### config.mk
export PLATFORM = sky130hd
export DESIGN_NAME = vsc_config_regs
export DESIGN_NICKNAME = d
export VERILOG_FILES = /design/src/logic/vsc_pkg.sv /design/src/logic/vsc_config_regs.sv
export SDC_FILE = /design/constraint.sdc
export NUM_CORES = 1
export LEC_CHECK = 0
export BUFFER_PORTS_ARGS = -buffer_cell sky130_fd_sc_hd__buf_2
export CORE_ASPECT_RATIO = 0.8
export CORE_MARGIN = 2
export CORE_UTILIZATION = 25
export DETAILED_ROUTE_END_ITERATION = 16
export GPL_ROUTABILITY_DRIVEN = 0
export PLACE_DENSITY = 0.43
export SYNTH_ARGS = -nofsm -noshare
export SYNTH_HDL_FRONTEND = slang
export SYNTH_SLANG_ARGS = --single-unit
### constraint.sdc
create_clock -name i_clk -period 2.94 [get_ports i_clk]
set_input_delay 0.294 -clock i_clk [delete_from_list [all_inputs] [get_ports i_clk]]
set_output_delay 0.294 -clock i_clk [all_outputs]
set_load 0.02 [all_outputs]
### src/logic/vsc_pkg.sv
package vsc_pkg;

    ////////////////////////////////////////////////////////////////////////////
    // register offsets
    localparam logic [7:0] ADDR_FAST    = 8'h00;
    localparam logic [7:0] ADDR_SIDE    = 8'h01;
    localparam logic [7:0] ADDR_RXTERM  = 8'h10;
    localparam logic [7:0] ADDR_PULS_AB = 8'h11;
    localparam logic [7:0] ADDR_PULS_CD = 8'h12;
    localparam logic [7:0] ADDR_EQ_AB   = 8'h13;
    localparam logic [7:0] ADDR_EQ_CD   = 8'h14;
    localparam logic [7:0] ADDR_TX      = 8'h20;

    ////////////////////////////////////////////////////////////////////////////
    // reset values
    localparam logic [7:0] RST_FAST   = 8'h40;
    localparam logic [7:0] RST_SIDE   = 8'h40;
    localparam logic [7:0] RST_RXTERM = 8'h01;
    localparam logic [7:0] RST_PULS   = 8'h00;
    localparam logic [7:0] RST_EQ     = 8'h00;
    localparam logic [7:0] RST_TX     = 8'h03;

    ////////////////////////////////////////////////////////////////////////////
    // field layout
    localparam int         BIT_EN     = 6;
    localparam int         BIT_RXTERM = 0;
    localparam int         SEL_W      = 2;
    localparam int         TX_W       = 4;
    localparam int         CH_W       = 16;
    localparam logic [7:0] READ_NONE  = 8'h00;

    ////////////////////////////////////////////////////////////////////////////
    // serial link
    localparam logic [3:0] SLAVE_ID_HI = 4'h9;
    localparam logic [3:0] BYTE_BITS   = 4'h8;
    localparam logic [3:0] BIT_ZERO    = 4'h0;
    localparam int         SYNC_W      = 5;

    ////////////////////////////////////////////////////////////////////////////
    // timing
    localparam int CLK_HZ            = 10000000;
    localparam int TERM_PULSE_MS     = 100;
    localparam int TERM_PULSE_CYCLES = TERM_PULSE_MS * (CLK_HZ / 1000);
    localparam int PULSE_CNT_W       = 20;

    typedef enum logic [4:0] {
        ST_IDLE = 5'h01,
        ST_DEV  = 5'h02,
        ST_REG  = 5'h04,
        ST_WR   = 5'h08,
        ST_RD   = 5'h10
    } vsc_state_type;

endpackage

### src/logic/vsc_config_regs.sv
`timescale 1ns/100ps
// Function
// - all registers readable and writable over serial
// - address low bits from three strap pins
// - first serial access disables parallel path
// - fast path register 0x00, default 0x40
// - side path register 0x01, default 0x40
// - termination pulse masks at 0x11, 0x12
// - transmitter settings 0x20, default 0x03
// - fast enable low means channels off, standby
// - fast select picks input group A..D
// - side select picks auxiliary group A..D
// - input termination bit switches termination
// - masked channels lose termination 100 ms
// - equalizer bit low 6 dB, high 12 dB
module vsc_config_regs #(
    parameter int TERM_PULSE_CYCLES = vsc_pkg::TERM_PULSE_CYCLES
) (
    // clock and reset
    input  wire logic        i_clk,
    input  wire logic        i_rst,
    // serial link and straps
    input  wire logic        i_scl,
    input  wire logic        i_sda,
    output logic             o_sda,
    output logic             o_sda_oe,
    input  wire logic        i_slave_id_pin_2,
    input  wire logic        i_slave_id_pin_1,
    input  wire logic        i_slave_id_pin_0,
    // switch controls
    output logic             o_fast_path_enable,
    output logic             o_standby,
    output logic [1:0]       o_fast_source_select,
    output logic             o_side_path_enable,
    output logic [1:0]       o_side_source_select,
    output logic [15:0]      o_input_termination_on,
    output logic [15:0]      o_equalizer_level_bits,
    output logic [1:0]       o_output_preemphasis_level,
    output logic             o_output_termination_on,
    output logic             o_output_current_level,
    output logic             o_parallel_path_off
);
    ////////////////////////////////////////////////////////////////////////////
    // pin synchronisers: three stages, accept once stages two and three agree
    logic [4:0]                  sync1_q;
    logic [4:0]                  sync2_q;
    logic [4:0]                  sync3_q;
    logic [4:0]                  filt_q;
    logic [4:0]                  agree;
    logic                        scl_rise;
    logic                        scl_fall;
    logic                        start_det;
    logic                        stop_det;
    always_ff @(posedge i_clk) begin
        if (i_rst) begin
            sync1_q <= 5'h1f;
            sync2_q <= 5'h1f;
            sync3_q <= 5'h1f;
        end else begin
            sync1_q <= {i_scl, i_sda, i_slave_id_pin_2, i_slave_id_pin_1, i_slave_id_pin_0};
            sync2_q <= sync1_q;
            sync3_q <= sync2_q;
        end
    end
    assign agree = ~(sync2_q ^ sync3_q);
    always_ff @(posedge i_clk) begin
        if (i_rst) begin
            filt_q <= 5'h1f;
        end else begin
            filt_q <= (sync3_q & agree) | (filt_q & ~agree);
        end
    end
    // bit 4 is the clock line, bit 3 the data line
    assign scl_rise  = agree[4] & sync3_q[4] & ~filt_q[4];
    assign scl_fall  = agree[4] & ~sync3_q[4] & filt_q[4];
    assign start_det = filt_q[4] & agree[4] & sync3_q[4] & agree[3] & ~sync3_q[3] & filt_q[3];
    assign stop_det  = filt_q[4] & agree[4] & sync3_q[4] & agree[3] & sync3_q[3] & ~filt_q[3];

    ////////////////////////////////////////////////////////////////////////////
    // configuration state
    logic                        fast_en_q;
    logic [1:0]                  fast_sel_q;
    logic                        side_en_q;
    logic [1:0]                  side_sel_q;
    logic                        rx_term_q;
    logic [15:0]                 pulse_mask_q;
    logic [15:0]                 eq_bits_q;
    logic [3:0]                  tx_set_q;
    // unused bits read as zero
    function automatic logic [7:0] reg_read(input logic [7:0] addr);
        logic [7:0] v;
        v = vsc_pkg::READ_NONE;
        case (addr)
            vsc_pkg::ADDR_FAST: begin
                v[vsc_pkg::BIT_EN]        = fast_en_q;
                v[vsc_pkg::SEL_W-1:0]     = fast_sel_q;
            end
            vsc_pkg::ADDR_SIDE: begin
                v[vsc_pkg::BIT_EN]        = side_en_q;
                v[vsc_pkg::SEL_W-1:0]     = side_sel_q;
            end
            vsc_pkg::ADDR_RXTERM:  v[vsc_pkg::BIT_RXTERM] = rx_term_q;
            vsc_pkg::ADDR_PULS_AB: v = pulse_mask_q[7:0];
            vsc_pkg::ADDR_PULS_CD: v = pulse_mask_q[15:8];
            vsc_pkg::ADDR_EQ_AB:   v = eq_bits_q[7:0];
            vsc_pkg::ADDR_EQ_CD:   v = eq_bits_q[15:8];
            vsc_pkg::ADDR_TX:      v[vsc_pkg::TX_W-1:0] = tx_set_q;
            default:               v = vsc_pkg::READ_NONE;
        endcase
        return v;
    endfunction
    ////////////////////////////////////////////////////////////////////////////
    // serial slave
    vsc_pkg::vsc_state_type      state_q;
    logic [3:0]                  bitcnt_q;
    logic [7:0]                  rx_shift_q;
    logic [7:0]                  tx_shift_q;
    logic [7:0]                  ptr_q;
    logic                        ack_q;
    logic                        rw_q;
    logic                        nack_q;
    logic                        sda_oe_q;
    logic                        byte_done;
    logic                        dev_match;
    logic                        wr_en;
    logic [7:0]                  rd_data;
    assign byte_done = scl_fall & ~ack_q & (bitcnt_q == vsc_pkg::BYTE_BITS);
    assign dev_match = rx_shift_q[7:1] == {vsc_pkg::SLAVE_ID_HI, filt_q[2:0]};
    assign wr_en     = byte_done & (state_q == vsc_pkg::ST_WR);
    // always_comb, so a write to the pointed register is seen without a pointer change
    always_comb rd_data = reg_read(ptr_q);
    always_ff @(posedge i_clk) begin
        if (i_rst) begin
            state_q    <= vsc_pkg::ST_IDLE;
            bitcnt_q   <= vsc_pkg::BIT_ZERO;
            rx_shift_q <= 8'h00;
            tx_shift_q <= 8'h00;
            ptr_q      <= 8'h00;
            ack_q      <= 1'b0;
            rw_q       <= 1'b0;
            nack_q     <= 1'b0;
            sda_oe_q   <= 1'b0;
        end else if (start_det) begin
            // repeated start lands here too
            state_q  <= vsc_pkg::ST_DEV;
            bitcnt_q <= vsc_pkg::BIT_ZERO;
            ack_q    <= 1'b0;
            sda_oe_q <= 1'b0;
        end else if (stop_det) begin
            state_q  <= vsc_pkg::ST_IDLE;
            ack_q    <= 1'b0;
            sda_oe_q <= 1'b0;
        end else if (scl_rise && state_q != vsc_pkg::ST_IDLE) begin
            if (bitcnt_q != vsc_pkg::BYTE_BITS) begin
                rx_shift_q <= {rx_shift_q[6:0], filt_q[3]};
                bitcnt_q   <= 4'(bitcnt_q + 4'h1);
            end else begin
                nack_q <= sync3_q[3];
            end
        end else if (byte_done) begin
            ack_q <= 1'b1;
            case (state_q)
                vsc_pkg::ST_DEV: begin
                    if (dev_match) begin
                        sda_oe_q <= 1'b1;
                        rw_q     <= rx_shift_q[0];
                    end else begin
                        state_q <= vsc_pkg::ST_IDLE;
                    end
                end
                vsc_pkg::ST_REG: begin
                    ptr_q    <= rx_shift_q;
                    sda_oe_q <= 1'b1;
                end
                vsc_pkg::ST_WR:  sda_oe_q <= 1'b1;
                vsc_pkg::ST_RD:  sda_oe_q <= 1'b0;
                default:         state_q  <= vsc_pkg::ST_IDLE;
            endcase
        end else if (scl_fall && ack_q) begin
            ack_q    <= 1'b0;
            bitcnt_q <= vsc_pkg::BIT_ZERO;
            sda_oe_q <= 1'b0;
            case (state_q)
                vsc_pkg::ST_DEV: begin
                    if (rw_q) begin
                        state_q    <= vsc_pkg::ST_RD;
                        tx_shift_q <= rd_data;
                        sda_oe_q   <= ~rd_data[7];
                    end else begin
                        state_q <= vsc_pkg::ST_REG;
                    end
                end
                vsc_pkg::ST_REG: state_q <= vsc_pkg::ST_WR;
                vsc_pkg::ST_WR:  state_q <= vsc_pkg::ST_WR;
                vsc_pkg::ST_RD: begin
                    // master nack ends the read; ack rereads the same register
                    if (nack_q) begin
                        state_q <= vsc_pkg::ST_IDLE;
                    end else begin
                        tx_shift_q <= rd_data;
                        sda_oe_q   <= ~rd_data[7];
                    end
                end
                default:         state_q <= vsc_pkg::ST_IDLE;
            endcase
        end else if (scl_fall && state_q == vsc_pkg::ST_RD) begin
            tx_shift_q <= {tx_shift_q[6:0], 1'b0};
            sda_oe_q   <= ~tx_shift_q[6];
        end
    end

    ////////////////////////////////////////////////////////////////////////////
    // serial access flag, sticky until reset
    logic                        serial_used_q;
    always_ff @(posedge i_clk) begin
        if (i_rst) begin
            serial_used_q <= 1'b0;
        end else if (byte_done && state_q == vsc_pkg::ST_DEV && dev_match) begin
            serial_used_q <= 1'b1;
        end
    end

    ////////////////////////////////////////////////////////////////////////////
    // register writes; unmapped offsets are ignored
    always_ff @(posedge i_clk) begin
        if (i_rst) begin
            fast_en_q    <= vsc_pkg::RST_FAST[vsc_pkg::BIT_EN];
            fast_sel_q   <= vsc_pkg::RST_FAST[vsc_pkg::SEL_W-1:0];
            side_en_q    <= vsc_pkg::RST_SIDE[vsc_pkg::BIT_EN];
            side_sel_q   <= vsc_pkg::RST_SIDE[vsc_pkg::SEL_W-1:0];
            rx_term_q    <= vsc_pkg::RST_RXTERM[vsc_pkg::BIT_RXTERM];
            pulse_mask_q <= {vsc_pkg::RST_PULS, vsc_pkg::RST_PULS};
            eq_bits_q    <= {vsc_pkg::RST_EQ, vsc_pkg::RST_EQ};
            tx_set_q     <= vsc_pkg::RST_TX[vsc_pkg::TX_W-1:0];
        end else if (wr_en) begin
            case (ptr_q)
                vsc_pkg::ADDR_FAST: begin
                    fast_en_q  <= rx_shift_q[vsc_pkg::BIT_EN];
                    fast_sel_q <= rx_shift_q[vsc_pkg::SEL_W-1:0];
                end
                vsc_pkg::ADDR_SIDE: begin
                    side_en_q  <= rx_shift_q[vsc_pkg::BIT_EN];
                    side_sel_q <= rx_shift_q[vsc_pkg::SEL_W-1:0];
                end
                vsc_pkg::ADDR_RXTERM:  rx_term_q <= rx_shift_q[vsc_pkg::BIT_RXTERM];
                vsc_pkg::ADDR_PULS_AB: pulse_mask_q[7:0]  <= rx_shift_q;
                vsc_pkg::ADDR_PULS_CD: pulse_mask_q[15:8] <= rx_shift_q;
                vsc_pkg::ADDR_EQ_AB:   eq_bits_q[7:0]     <= rx_shift_q;
                vsc_pkg::ADDR_EQ_CD:   eq_bits_q[15:8]    <= rx_shift_q;
                vsc_pkg::ADDR_TX:      tx_set_q <= rx_shift_q[vsc_pkg::TX_W-1:0];
                default: ;
            endcase
        end
    end

    ////////////////////////////////////////////////////////////////////////////
    // termination pulse on every fast source change
    logic [1:0]                      prev_sel_q;
    logic [vsc_pkg::PULSE_CNT_W-1:0] pulse_cnt_q;
    logic [15:0]                     term_q;
    always_ff @(posedge i_clk) begin
        if (i_rst) begin
            prev_sel_q  <= vsc_pkg::RST_FAST[vsc_pkg::SEL_W-1:0];
            pulse_cnt_q <= '0;
        end else begin
            prev_sel_q <= fast_sel_q;
            if (prev_sel_q != fast_sel_q) begin
                pulse_cnt_q <= vsc_pkg::PULSE_CNT_W'(TERM_PULSE_CYCLES);
            end else if (pulse_cnt_q != '0) begin
                pulse_cnt_q <= pulse_cnt_q - 1'b1;
            end
        end
    end
    // masked channels open while the window runs
    always_ff @(posedge i_clk) begin
        if (i_rst) begin
            term_q <= {vsc_pkg::CH_W{vsc_pkg::RST_RXTERM[vsc_pkg::BIT_RXTERM]}};
        end else begin
            term_q <= {vsc_pkg::CH_W{rx_term_q}}
                      & ~(pulse_mask_q & {vsc_pkg::CH_W{pulse_cnt_q != '0}});
        end
    end

    ////////////////////////////////////////////////////////////////////////////
    // outputs
    assign o_sda                      = 1'b0;
    assign o_sda_oe                   = sda_oe_q;
    assign o_fast_path_enable         = fast_en_q;
    assign o_standby                  = ~fast_en_q;
    assign o_fast_source_select       = fast_sel_q;
    assign o_side_path_enable         = side_en_q;
    assign o_side_source_select       = side_sel_q;
    assign o_input_termination_on     = term_q;
    assign o_equalizer_level_bits     = eq_bits_q;
    assign o_output_preemphasis_level = tx_set_q[3:2];
    assign o_output_termination_on    = tx_set_q[1];
    assign o_output_current_level     = tx_set_q[0];
    assign o_parallel_path_off        = serial_used_q;

    ////////////////////////////////////////////////////////////////////////////
    // checks
    a_reset_defaults: assert property (@(posedge i_clk) i_rst |=>
        fast_en_q && fast_sel_q == 2'h0 && tx_set_q == 4'h3 && !serial_used_q
        && pulse_mask_q == 16'h0000 && eq_bits_q == 16'h0000)
        else $error("defaults not restored by reset");
    a_flag_sticky: assert property (@(posedge i_clk) disable iff (i_rst)
        serial_used_q |=> serial_used_q)
        else $error("parallel disable flag dropped without reset");
    a_flag_on_match: assert property (@(posedge i_clk) disable iff (i_rst)
        byte_done && state_q == vsc_pkg::ST_DEV && dev_match |=> serial_used_q && sda_oe_q)
        else $error("matched address not acknowledged");
    a_addr_mismatch: assert property (@(posedge i_clk) disable iff (i_rst)
        byte_done && state_q == vsc_pkg::ST_DEV && !dev_match
        |=> state_q == vsc_pkg::ST_IDLE && !sda_oe_q)
        else $error("foreign address acknowledged");
    a_tx_write: assert property (@(posedge i_clk) disable iff (i_rst)
        wr_en && ptr_q == vsc_pkg::ADDR_TX |=> tx_set_q == $past(rx_shift_q[3:0]))
        else $error("transmitter settings write lost");
    a_fast_write: assert property (@(posedge i_clk) disable iff (i_rst)
        wr_en && ptr_q == vsc_pkg::ADDR_FAST
        |=> o_standby == !$past(rx_shift_q[6]) && rd_data[5:2] == 4'h0)
        else $error("fast path write or standby wrong");
    a_term_pulse: assert property (@(posedge i_clk) disable iff (i_rst)
        $changed(fast_sel_q) && rx_term_q && pulse_mask_q[0] |-> ##2 !term_q[0])
        else $error("masked channel kept termination on switch");
    a_term_off: assert property (@(posedge i_clk) disable iff (i_rst)
        !rx_term_q |=> term_q == 16'h0000)
        else $error("termination on while switched off");
    a_term_unmasked: assert property (@(posedge i_clk) disable iff (i_rst)
        rx_term_q |=> (term_q | $past(pulse_mask_q)) == 16'hffff)
        else $error("unmasked channel lost termination");
    a_idle_release: assert property (@(posedge i_clk) disable iff (i_rst)
        state_q == vsc_pkg::ST_IDLE |-> !sda_oe_q)
        else $error("data line driven while idle");

endmodule // vsc_config_regs

# ---- Word-level counts from Yosys, hierarchy flattened
# Cells that the tools add are included.
# Widths: inputs -> output; s select.
dict set report word_totals {
  regBits 138
  input_bits 7
  output_inout_bits 46
  elab_cells 170
}
dict set report classes {
  addsub 2
  n_eq_ne 30
  muxes 37
  n_bitwise 36
  reduce_logical 36
}
# operator count
set op_table {}
lappend op_table {{$eq 8x5->1 const B} 5}
lappend op_table {{$mux 20} 2}
lappend op_table {{$and 16x16->16} 2}
lappend op_table {{$mux 7} 4}
lappend op_table {{$mux 5} 5}
lappend op_table {{$reduce_bool 20->1} 1}
lappend op_table {{$sub 20x1->20 const B} 1}
lappend op_table {{$ne 3x3->1 const B} 6}
lappend op_table {{$reduce_and 2->1} 9}
lappend op_table {{$mux 4} 4}
lappend op_table {{$not 16->16} 1}
lappend op_table {{$reduce_and 4->1} 4}
lappend op_table {{$pmux 5 s3} 1}
lappend op_table {{$reduce_and 5->1} 3}
lappend op_table {{$and 1x1->1} 14}
lappend op_table {{$pmux 7 s2} 1}
lappend op_table {{$not 1->1} 13}
lappend op_table {{$and 5x5->5} 2}
lappend op_table {{$ne 5x5->1 const B} 2}
lappend op_table {{$not 5->5} 2}
lappend op_table {{$pmux 2 s5} 1}
lappend op_table {{$pmux 5 s2} 1}
lappend op_table {{$eq 8x1->1 const B} 1}
lappend op_table {{$eq 8x6->1 const B} 1}
lappend op_table {{other kinds (34)} 55}

# ---- Depth between registers and ports, before layout
dict set report depth {
  word_depth 10
  ltp_mapped 9
  ltp_nobuf 8
}

# ---- Worst setup path before layout
# No wires, ideal clock.
dict set report synth_timing {
  path_kind {register to register}
  start {register pulse_cnt_q[6] (netlist name)}
  end {register pulse_cnt_q[2] (netlist name)}
  setup_time_ns 0.117
  arrival_time_ns 2.292
  required_ns 2.823
  slack_ns 0.531
  path_stages_with_launch 10
  n_path_buf 3
  period_less_slack_ns 2.409
  path_cell_list {dfxtp_1 -> or4_4 -> or4_4 -> buf_6 -> or3_4 -> buf_6 -> buf_8 -> nand2_4 -> xor2_2 -> nor2_1}
}
dict set report synth_via {
  elab_chain_len 1
}
# item line
set synth_lines {}
lappend synth_lines {{start, declared} vsc_config_regs.sv:259} ;# logic [vsc_pkg::PULSE_CNT_W-1:0] pulse_cnt_q;
lappend synth_lines {{start signal, assigned} vsc_config_regs.sv:268} ;# pulse_cnt_q <= vsc_pkg::PULSE_CNT_W'(TERM_PULSE_CYCLES);
lappend synth_lines {{start signal, assigned} vsc_config_regs.sv:270} ;# pulse_cnt_q <= pulse_cnt_q - 1'b1;
lappend synth_lines {{$reduce_bool 20->1} vsc_config_regs.sv:269} ;# end else if (pulse_cnt_q != '0) begin
# Every way passes these cells.
# A chain may end at the register's enable or synchronous reset.

# ---- Worst setup path in the final report
dict set report layout_timing {
  start {register pulse_cnt_q[6] (netlist name)}
  end {register pulse_cnt_q[6] (netlist name)}
}
dict set report layout_via {
  elab_chain_len 3
  elab_cells_between_ends 5
  classes_between {1 x add/sub; 2 x mux; 2 x reduce/logical}
}
# item line
set layout_lines {}
lappend layout_lines {{$sub 20x1->20} vsc_config_regs.sv:270}
lappend layout_lines {{$mux 20} vsc_config_regs.sv:269}
lappend layout_lines {{$mux 20} vsc_config_regs.sv:267} ;# if (prev_sel_q != fast_sel_q) begin
# Parallel ways exist; a longest one is shown, timed or not. The select of a mux whose other input is x is not followed.

==> impl_metrics.py <==
metrics = {
    "floorplanning": {
        "core.rowCount": 50,
        "start_util_pct": 25.56,
        "dieWidth_um": 177.4,
        "die-height_um": 142.7,
        "dieArea_um2": 25320,
        "core_um2": 23520,
        "ioPinCount": 53,
    },
    "detailed_routing": {
        "vias": 4844,
        "dr.pass1.iters": 5,
        "viasPerCell": 4.540,
        "drt_iter0_drc": 333,
        "routed_wl_um": 16160,
        "avgRoutedWirePerCell_um": 15.14,
        "drtAntennaViolNets": 0,
        "drc": 0,
    },
    "clocking": {
        "clkTransAtPathRegs_ns": 0.07,
        "cts_tree": "built",
        "cts_resized": 0,
        "clk_latency_ns": 0.43,
        "cts_inserted_buffers": 17,
        "cts_setup_buffers": 0,
        "cts_sinks": 138,
        "htree_levels": 4,
        "clk_path_buf_depth": 2,
        "cts-root-buf": "clkbuf_16",
        "cts_hold_buf": 0,
    },
    "timing": {
        "slew_violations": 0,
        "setup_tns_ns": 0,
        "fmax_mhz": 386.0,
        "layout_min_cycle_time_ns": 2.590,
        "slew_headroom_pct": 31.97,
        "period_share_pct": 88.11,
        "clock_skew_ns": 0.009297,
        "finalHoldViolCount": 0,
        "layout_setup_ws_ns": 0.3496,
        "setup_viol": 0,
        "rsz0062_at_grt": "false",
        "worstMarginPinSlew_ns": 1.021,
    },
    "synth": {
        "yosysMostFrequentCell": "dfxtp_1",
        "synth_top_area_share_pct": 45.94,
        "syn_nets": 711,
        "async_reset_ff_share_pct": 0,
        "syn-cell-area_um2": 6013,
        "syn_inst": 698,
        "synthFlopType": "dfxtp_1",
        "yosys-top-cells-count": "138 x dfxtp_1, 110 x nand2_1, 94 x nor2_1, 50 x mux2i_1, 37 x a21oi_1",
        "yosysUniqueCellTypes": 61,
        "yosysWarnings": 0,
        "avgSynthCellArea_um2": 8.615,
        "synth-edff-count": 0,
        "synth_area_leaders": "dfxtp_1 46%, mux2i_1 8.3%, nand2_1 6.9%",
        "ys_ff_latch": 138,
        "synth_seq_area_share_pct": 45.94,
        "yosysTopAreaCell": "dfxtp_1",
    },
    "global_routing": {
        "antenna_found_initial": 0,
        "gr-usage-all-layers_pct": 13.56,
        "grt_pass1_wl_um": 26380,
        "grt_pass1_vias": 4638,
        "grt.overflow.total": 0,
        "grt_max_degree": 94,
    },
    "power": {
        "p_int_w": 0.003598,
        "p_sw_w": 0.001438,
        "ir_worst_vdd_mv": 0.4073,
        "switching_share_pct": 28.55,
        "p_per_area_nw_per_um2": 698.8,
        "pwr-share-seq_pct": 40.8,
        "pwr-share-clk_pct": 44.4,
        "pwr-share-comb_pct": 14.7,
        "p_leak_nw": 2.878,
    },
    "critical_path": {
        "cp_common_cell": "or4_4",
        "crit_chain": "or4_4 > or4_4 > or3_4 > and3_1 > xnor2_1 > a21oi_1",
        "path_max_fanout": 29,
        "r2r_setup_slack_ns": 0.35,
        "worstSetupStartpoint": "pulse_cnt_q[6]",
        "regToRegStartpoint": "pulse_cnt_q[6]",
        "critical_path_class": "reg -> reg",
        "startpoint_type": "flop",
        "critPathSlowestCell": "or4_4",
        "cp-end-kind": "flop",
        "cp_slowest_stage_delay_ns": 0.57,
        "crit_required_ns": 3.21,
        "worstPathArrival_ns": 2.86,
    },
    "final_layout": {
        "finalNetCount": 755,
        "fin_area_um2": 7207,
        "final_layout_size_suffix_gt1_share_pct": 17.62,
        "nFillCells": 2573,
        "area_growth_pct": 19.85,
        "num_antenna_cells": 0,
    },
    "status": {
        "status": "finished clean",
    },
    "placed_design": {
        "place.port_buffers": 51,
        "pre_cts_ws_ns": 0.3544,
        "placed_area_um2": 6588,
        "dp_hpwl_um": 11200,
    },
    "worst_hold_path": {
        "worstHoldStart": "i_slave_id_pin_2",
        "hold_path_class": "in -> reg",
    },
    "run": {
        "drv_cap": 0,
    },
}
-- final cells by class --
class | count | area [µm²] | share of cell area, %
Multi-Input combinational cell | 504 | 3003 | 41.67
Sequential cell | 138 | 2763 | 38.33
Clock buffer | 18 | 439.2 | 6.094
Tap cell | 312 | 390.4 | 5.417
Timing Repair Buffer | 68 | 382.9 | 5.312
Clock inverter | 14 | 180.2 | 2.500
Inverter | 13 | 48.80 | 0.6771
-- layout by cell type, fill, tap and decap left out, types with 4 or more instances in the layout --
| cell | netlist | final |
|---|---|---|
| xnor2_1 | 9 | 9 |
| o21ai_0 | 19 | 19 |
| inv_8 | 0 | 4 |
| or3_1 | 7 | 7 |
| nor2b_1 | 8 | 8 |
| a31oi_1 | 5 | 5 |
| inv_1 | 13 | 13 |
| nand3_1 | 14 | 14 |
| xor2_1 | 17 | 17 |
| ha_1 | 6 | 6 |
| or2_2 | 21 | 21 |
| clkbuf_16 | 0 | 17 |
| a21oi_1 | 37 | 37 |
| buf_2 | 0 | 51 |
| nand3b_1 | 9 | 9 |
| nand4_1 | 7 | 7 |
| a22oi_1 | 5 | 5 |
| mux2i_1 | 50 | 50 |
| nand2_1 | 110 | 110 |
| o22ai_1 | 5 | 5 |
| a221oi_1 | 4 | 4 |
| and3_1 | 4 | 4 |
| nor3_1 | 19 | 19 |
| inv_6 | 0 | 4 |
| dfxtp_1 | 138 | 138 |
| nor2_1 | 94 | 94 |
| buf_4 | 1 | 17 |
| nor4_1 | 5 | 5 |
-- power groups by stage --
stage                     Combinational [W]  Sequential [W]  Clock, W
after floorplan                    0.000685         0.00208         0
after global routing               0.000847         0.00207   0.00239
after global placement             0.000740         0.00210         0
final                              0.000742         0.00206   0.00224
after CTS                          0.000749         0.00206   0.00230
after detailed placement           0.000748         0.00210         0
-- stage by stage --
stage | instances | util (%) | hold slack (ns) | total power [W]
after CTS | 1067 | 30.64 | 0.02628 | 0.005103
after floorplan | 698 | - | 0.3895 | 0.002763
after detailed placement | 1035 | 28.01 | 0.3928 | 0.002844
after global routing | 1067 | 30.64 | 0.02717 | 0.005307
after global placement | 1035 | 28.01 | 0.3925 | 0.002841
final | 1067 | 30.64 | 0.04408 | 0.005036
-- state kept, by name (all words and copies together), names as in the netlist, 4 cells and up, named ones only --
signal                  flops
bitcnt_q                    4
tx_shift_q                  7
o_input_termination_on     16
sync3_q                     5
sync1_q                     5
sync2_q                     5
pulse_cnt_q                20
rx_shift_q                  8
tx_set_q                    4
ptr_q                       8
pulse_mask_q               16
o_equalizer_level_bits     16
state_q                     5
-- kinds of logic (layout without fill, tap and decap cells) --
group	count (synthesis)	count (layout)	share of synthesized area, %
flops	138	138	45.94
fa+ha+maj	6	6	1.248
xor+xnor	27	27	4.058
mux	53	53	8.885
buf+inv	56	113	4.120
simple gates	319	319	25.39
other cells	1	1	0.06236
compound gates	98	98	10.30
-- worst max-delay path: cells and delay by family (launching register included) --
kind	cells	cell delay, ns
AND/OR/NAND/NOR	4	1.88
flip-flops	1	0.35
XOR/XNOR	1	0.13
AO/OA/AOI/OAI	1	0.08
-- worst paths after layout --
| kind | end | cells after the start |
|---|---|---|
| max | pulse_cnt_q[6] | 6 |
| min | sync1_q[2] | 2 |
| max reg2reg | pulse_cnt_q[6] | 6 |
| min reg2reg | sync2_q[1] | 1 |
-- per-layer routing --
metal / share of wire (%) / global-route usage [%]
met1: 54 / 20.60
met2: 41 / 18.92
met3: 3.5 / 2.902
met4: 1.1 / 3.883
met5: 0 / 0
Note: power is estimated with default switching activity, not from simulation.
